File: src/include/key_wake_defs.vh
// constants for the key wakeup stop release block
`ifndef KEY_WAKE_DEFS_VH
`define KEY_WAKE_DEFS_VH
`define KW_ADDR_W 12
`define KW_ENABLE_OFS 12'hf9a
`define KW_SYSCTRL_OFS 12'hf9b
`define KW_STATUS_OFS 12'hf9c
`define KW_PORT_OFS 12'hf9d
`define KW_EN_LSB 4
`define KW_EN_MSB 7
`define KW_ENABLE_RST 4'h0
`define KW_SYS_STOP_BIT 0
`define KW_SYS_RELM_BIT 1
`define KW_SYSCTRL_RST 8'h00
`define KW_ST_STOPPED_BIT 0
`define KW_ST_WARMUP_BIT 1
`define KW_ST_SKIPPED_BIT 2
`define KW_WARMUP_CYCLES 8'h10
`endif

File: src/verilog/key_wake_detect.v
// release condition detector for stop pin and key wake inputs
`timescale 1ns/1ps
module key_wake_detect (
   // clock and reset
   input wire clk_i,
   input wire rst_i,
   // pins and control
   input wire stop_pin_i,
   input wire [3:0] key_in_i,
   input wire [3:0] key_en_i,
   input wire relm_i,
   // results
   output wire level_release_o,
   output wire edge_release_o
);
   reg stop_prev_reg;
   wire key_hit;
   // key hit is only honoured in level mode; edge mode leaves keys unused
   assign key_hit = |(key_en_i & ~key_in_i);
   assign level_release_o = stop_pin_i | (relm_i & key_hit);
   assign edge_release_o = relm_i ? level_release_o : (stop_pin_i & ~stop_prev_reg);
   // previous stop pin level for rising edge detection
   always @(posedge clk_i) begin
      if (rst_i) begin
         stop_prev_reg <= 1'b0;
      end else begin
         stop_prev_reg <= stop_pin_i;
      end
   end
endmodule

File: src/verilog/key_wake_stop.v
// key wakeup stop release controller with wishbone registers
// Functional notes
// - four key enables at bits 7..4 for inputs five..two; one enables.
// - enables write-only, reset zero; low four bits unused.
// - stop left on low level of any enabled key input in level mode only.
// - level mode: stop pin high or enabled key low; edge mode: stop rising edge.
// - release condition present at stop entry skips stop, starts warm-up.
// - stop pin has no enable and always releases.
// - key levels readable through port data register, separate input stage.
`timescale 1ns/1ps
`include "key_wake_defs.vh"
module key_wake_stop (
   // clock and reset
   input wire clk_i,
   input wire rst_i,
   // wishbone slave
   input wire cyc_i,
   input wire stb_i,
   input wire we_i,
   input wire [11:0] adr_i,
   input wire [7:0] dat_i,
   input wire sel_i,
   output reg [7:0] dat_o,
   output reg ack_o,
   // pins
   input wire stop_pin_i,
   input wire key_wake_in2,
   input wire key_wake_in3,
   input wire key_wake_in4,
   input wire key_wake_in5,
   input wire [3:0] key_port_i,
   // stop status
   output reg stopped_o,
   output reg warmup_o,
   output reg clk_halt_o
);
   // sequencer states
   localparam ST_RUN = 2'd0;
   localparam ST_STOP = 2'd1;
   localparam ST_WARM = 2'd2;

   // registers
   reg [3:0] key_wake_enable_reg;
   reg [7:0] system_ctrl_reg1;
   reg [1:0] state_reg;
   reg [7:0] warm_cnt_reg;
   reg skipped_reg;
   // next values
   reg [1:0] state_next;
   reg [7:0] rd_next;
   // decodes and detector results
   wire [3:0] key_in;
   wire [7:0] status_word;
   wire level_rel;
   wire edge_rel;
   wire wr_stb;
   wire rd_go;
   wire en_wr;
   wire sys_wr;
   wire stop_req;
   wire warm_done;

   // address match, shared by both write decodes
   function reg_sel;
      input [11:0] adr;
      input [11:0] ofs;
      begin
         reg_sel = (adr == ofs);
      end
   endfunction

   // key pins in enable-bit order, lowest numbered key at bit 0
   assign key_in[0] = key_wake_in2;
   assign key_in[1] = key_wake_in3;
   assign key_in[2] = key_wake_in4;
   assign key_in[3] = key_wake_in5;

   // bus strobes; a strobe held through ack is not taken twice
   assign wr_stb = cyc_i & stb_i & we_i & sel_i & ~ack_o;
   assign rd_go = cyc_i & stb_i & ~ack_o;
   assign en_wr = wr_stb & reg_sel(adr_i, `KW_ENABLE_OFS);
   assign sys_wr = wr_stb & reg_sel(adr_i, `KW_SYSCTRL_OFS);

   // status word; bits above the skip flag read zero
   assign status_word[7:3] = 5'h00;
   assign status_word[`KW_ST_SKIPPED_BIT] = skipped_reg;
   assign status_word[`KW_ST_WARMUP_BIT] = warmup_o;
   assign status_word[`KW_ST_STOPPED_BIT] = stopped_o;

   // counter ends at one, not zero, so warm-up lasts exactly the loaded count
   assign stop_req = system_ctrl_reg1[`KW_SYS_STOP_BIT];
   assign warm_done = (warm_cnt_reg == 8'h01);

   key_wake_detect u_detect (
      .clk_i(clk_i),
      .rst_i(rst_i),
      .stop_pin_i(stop_pin_i),
      .key_in_i(key_in),
      .key_en_i(key_wake_enable_reg),
      .relm_i(system_ctrl_reg1[`KW_SYS_RELM_BIT]),
      .level_release_o(level_rel),
      .edge_release_o(edge_rel)
   );

   // key wake enables, write-only
   always @(posedge clk_i) begin
      if (rst_i) begin
         key_wake_enable_reg <= `KW_ENABLE_RST;
      end else if (en_wr) begin
         key_wake_enable_reg <= dat_i[`KW_EN_MSB:`KW_EN_LSB];
      end
   end

   // system control; a write wins over the stop request self-clear in the same cycle
   always @(posedge clk_i) begin
      if (rst_i) begin
         system_ctrl_reg1 <= `KW_SYSCTRL_RST;
      end else if (sys_wr) begin
         system_ctrl_reg1 <= dat_i;
      end else if (state_reg == ST_RUN) begin
         system_ctrl_reg1[`KW_SYS_STOP_BIT] <= 1'b0;
      end
   end

   // read mux; enable register is write-only and reads zero
   always @* begin
      rd_next = 8'h00;
      case (adr_i)
         `KW_SYSCTRL_OFS: rd_next = system_ctrl_reg1;
         `KW_STATUS_OFS: rd_next = status_word;
         `KW_PORT_OFS: rd_next = {4'h0, key_port_i};
         default: rd_next = 8'h00;
      endcase
   end

   // single-cycle ack; a strobe still high during ack is refused
   always @(posedge clk_i) begin
      if (rst_i) begin
         ack_o <= 1'b0;
      end else begin
         ack_o <= rd_go;
      end
   end

   // read data stands with ack only, unmapped reads give zero
   always @(posedge clk_i) begin
      if (rst_i) begin
         dat_o <= 8'h00;
      end else begin
         dat_o <= rd_go ? rd_next : 8'h00;
      end
   end

   // next state of the stop sequencer
   always @* begin
      state_next = state_reg;
      case (state_reg)
         ST_RUN: begin
            // a stop request either stops or goes straight to warm-up
            if (stop_req) begin
               if (level_rel) begin
                  // condition already present: skip stop
                  state_next = ST_WARM;
               end else begin
                  state_next = ST_STOP;
               end
            end
         end
         ST_STOP: begin
            // level or rising edge, as the release mode selects
            if (edge_rel) begin
               state_next = ST_WARM;
            end
         end
         ST_WARM: begin
            // back to run once the counter reaches its end
            if (warm_done) begin
               state_next = ST_RUN;
            end
         end
         default: begin
            state_next = ST_RUN;
         end
      endcase
   end

   // state, warm-up counter and skip flag
   always @(posedge clk_i) begin
      if (rst_i) begin
         state_reg <= ST_RUN;
         warm_cnt_reg <= 8'h00;
         skipped_reg <= 1'b0;
      end else begin
         state_reg <= state_next;
         if (state_reg != ST_WARM && state_next == ST_WARM) begin
            warm_cnt_reg <= `KW_WARMUP_CYCLES;
         end else if (state_reg == ST_WARM) begin
            warm_cnt_reg <= warm_done ? 8'h00 : warm_cnt_reg - 8'h01;
         end
         if (state_reg == ST_RUN && stop_req) begin
            skipped_reg <= level_rel;
         end
      end
   end

   // outputs straight from flops, decoded from the next state so they move with it
   always @(posedge clk_i) begin
      if (rst_i) begin
         stopped_o <= 1'b0;
         warmup_o <= 1'b0;
         clk_halt_o <= 1'b0;
      end else begin
         stopped_o <= (state_next == ST_STOP);
         warmup_o <= (state_next == ST_WARM);
         clk_halt_o <= (state_next == ST_STOP); // clock keeps running; halt is only a flag
      end
   end
endmodule

File: config.mk
export PLATFORM = sky130hd
export DESIGN_NAME = key_wake_stop
export DESIGN_NICKNAME = d
export VERILOG_FILES = /design/src/verilog/key_wake_detect.v /design/src/verilog/key_wake_stop.v
export VERILOG_INCLUDE_DIRS = /design/src /design/src/include
export SDC_FILE = /design/constraint.sdc
export NUM_CORES = 1
export LEC_CHECK = 0
export ABC_AREA = 1
export BUFFER_PORTS_ARGS = -buffer_cell sky130_fd_sc_hd__buf_2
export CORE_ASPECT_RATIO = 0.9
export CORE_UTILIZATION = 30
export DETAILED_ROUTE_END_ITERATION = 8
export PLACE_DENSITY_LB_ADDON = 0.15
export SETUP_SLACK_MARGIN = 0.2
export SYNTH_ARGS = -nofsm -noshare
export SYNTH_HDL_FRONTEND = slang
export SYNTH_HIERARCHICAL = 1
export SYNTH_SLANG_ARGS = --single-unit
export TNS_END_PERCENT = 30
File: constraint.sdc
create_clock -name clk_i -period 1.45 [get_ports clk_i]
set_input_delay 0.0725 -clock clk_i [delete_from_list [all_inputs] [get_ports clk_i]]
set_output_delay 0.0725 -clock clk_i [all_outputs]
set_load 0.1 [all_outputs]
==> flow_summary.json <==
{
  "cp_data_arrival_time_ns": 1.44,
  "fin_util": 0.4112,
  "gp_congestion": 0.7571,
  "die_h_um": 73.66,
  "num_io_pins": 47,
  "finalHoldViolCount": 0,
  "drt-total-wl_um": 3730,
  "drt.antenna.violating_nets": 0,
  "grt_max_degree": 14,
  "synth-seq-cells": 35,
  "power.total_w": 0.001879,
  "p_sw_w": 0.0004276,
  "finalCriticalPeriod_ns": 1.225,
  "hpwlAfterDp_um": 2931,
  "r2r_cells": 11,
  "layout_common_cells": "buf_2 (46), nand2_1 (41), nor2_1 (35), dfxtp_1 (30), inv_1 (26)",
  "p_seq_frac": 0.513,
  "fin_nets": 324,
  "ctsHoldBuffers": 0,
  "grt_pass1_wl_um": 6237,
  "start_kind": "flip-flop",
  "pwr-share-comb": 0.076,
  "h-tree-depth": 2,
  "tns_ns": 0,
  "yosysSeqAreaShare": 0.4094,
  "fmax_ghz": 0.8166,
  "endpoint_kind": "flip-flop",
  "final_common_cell": "buf_2",
  "worstMarginPinSlew_ns": 0.4932,
  "num_vias": 1511,
  "min_path_cells": 3,
  "clock_latency_ns": 0.28,
  "slew_headroom": 0.6735,
  "drive_gt1_frac": 0.3646,
  "hold_path.class": "primary input to flip-flop",
  "layout_setup_ws_ns": 0.2254,
  "grt.overflow.total": 0,
  "syn2layout_area_growth_pct": 29.24,
  "syn_nets": 273,
  "dieArea_um2": 6012,
  "post-place-ws_ns": 0.1450,
  "synthesis.instances": 236,
  "leakage_nw": 1.049,
  "post_dp_cell_area_um2": 2027,
  "crit_type": "flip-flop to flip-flop",
  "drt-initial-drc-count": 66,
  "netSwitchingFraction": 0.2276,
  "core_um2": 5380,
  "finClkSkew_ns": 0.005451,
  "first_pass_iters": 4,
  "finalInstanceArea_um2": 2212,
  "drv_slew": 0,
  "avgSynthCellArea_um2": 7.253,
  "power_density_nw_per_um2": 849.4,
  "clock_sinks": 35,
  "cts_tree": "done",
  "fin_crit_sh": 0.8446,
  "cts_setup_buffers": 0,
  "grt_pass1_vias": 1401,
  "num_antenna_cells": 0,
  "cts_made_buffers": 5,
  "port_buffers": 46,
  "synth_warnings": 6,
  "required_ns": 1.67,
  "rsz0062_at_grt": "true",
  "ir_drop_mv": 0.3682,
  "maxCapViolations": 0,
  "drc": 0,
  "clock_path_buffers": 2,
  "root_buffer": "clkbuf_8",
  "worst-path-max-fanout": 5,
  "clkPwrFrac": 0.411,
  "finalSetupViolCount": 0,
  "yosys.cell_types.count": 30,
  "row_count": 25,
  "clk_pin_slew_worst_paths_ns": 0.07,
  "die_w_um": 81.62,
  "antenna_found_initial": 0,
  "grtUsageTotal": 0.1398,
  "status": "finished clean",
  "routedWlPerCell_um": 10.51,
  "vias_per_cell": 4.256,
  "start_util": 0.3181,
  "synthesis.area_um2": 1712,
  "p_int_w": 0.001451
}
-- metrics by stage --
stage | hold slack [ns] | cells
global placement | 0.3181 | 347
CTS | 0.02287 | 355
detailed placement | 0.3241 | 347
floorplan | 0.1449 | 236
finish | 0.02515 | 355
global route | 0.03806 | 355
-- timing repair --
| action | CTS | global route |
|---|---|---|
| endpoints found under the setup margin | 5 | 19 |
| gates resized for setup | 1 | 23 |
| pin swaps | 0 | 12 |
-- per-layer routing --
| layer | routed length (um) | global-route usage | up-vias |
|---|---|---|---|
| met5 | 0 | 0 | - |
| met4 | 54 | 0.05848 | 0 |
| met3 | 228 | 0.03851 | 5 |
| met2 | 1446 | 0.1935 | 34 |
| met1 | 2001 | 0.2009 | 628 |
| li1 | - | - | 844 |
-- logic make-up (layout without fill, tap and decap cells) --
family | count (synthesis) | in the layout | synth area share
fa+ha+maj | 2 | 2 | 0.01462
xor+xnor | 4 | 4 | 0.02047
buf+inv | 39 | 91 | 0.09357
simple gates | 132 | 132 | 0.3838
compound gates | 24 | 24 | 0.07821
flops | 35 | 35 | 0.4094
-- area by class of cell --
type	instances	area [um2]
sequential	35	709.4
clock buffer	8	100.1
multi-input combinational	162	942.2
fill	590	3168
inverter	36	138.9
timing repair buffer	47	237.7
tap	67	83.83
-- final timing paths --
| path | start | endpoint | slack (ns) |
|---|---|---|---|
| worst max-delay path | key_wake_enable_reg[1] | warm_cnt_reg[2] | 0.23 |
| worst min register to register | system_ctrl_reg1[5] | dat_o[5] | 0.44 |
| worst min-delay path | dat_i[0] | system_ctrl_reg1[0] | 0.03 |
| worst max register to register | key_wake_enable_reg[1] | warm_cnt_reg[2] | 0.23 |
-- critical path, cell delays in order, from the launching register on --
cell      delay (ns)
dfxtp_2         0.32
nand2_1         0.05
nand2_1         0.06
inv_2           0.06
nand2_4         0.06
o21bai_4        0.12
nand2_2         0.08
nand3_2         0.06
nand2_2         0.07
inv_4           0.08
nand3_4         0.09
nor2_1          0.10
-- cells in the mapped netlist --
cell,number,area [um2]
nand2_1,44,165.2
buf_4,1,7.510
inv_1,27,101.4
or2_2,1,6.260
ha_1,2,25.02
o21bai_1,1,7.510
nor2_2,5,31.28
and2_1,1,6.260
nor3_1,2,10.01
clkinv_2,1,5.000
a21oi_1,6,30.03
buf_6,1,11.26
o21ai_0,1,5.000
o21ai_1,13,65.06
buf_2,1,5.000
nand4_1,11,68.82
nand3_1,14,70.07
xor2_1,4,35.03
nor2_8,1,20.02
dfxtp_1,35,700.7
nand3_2,1,10.01
o21bai_2,1,11.26
inv_2,8,30.03
nor2_1,40,150.1
nor3_2,2,20.02
o21a_1,2,15.01
nand3_4,1,17.52
nor2_4,4,45.04
nand2_4,1,11.26
nand2_2,4,25.02
-- power by group through the flow --
stage	Combinational (W)	Sequential, W	Clock [W]
finish	0.000142	0.000964	0.000773
global route	0.000159	0.000963	0.000847
CTS	0.000138	0.000964	0.000798
detailed placement	0.000137	0.000986	0
global placement	0.000137	0.000986	0
floorplan	0.0000571	0.000994	0
No activity file was read; power rests on OpenSTA's default activity.
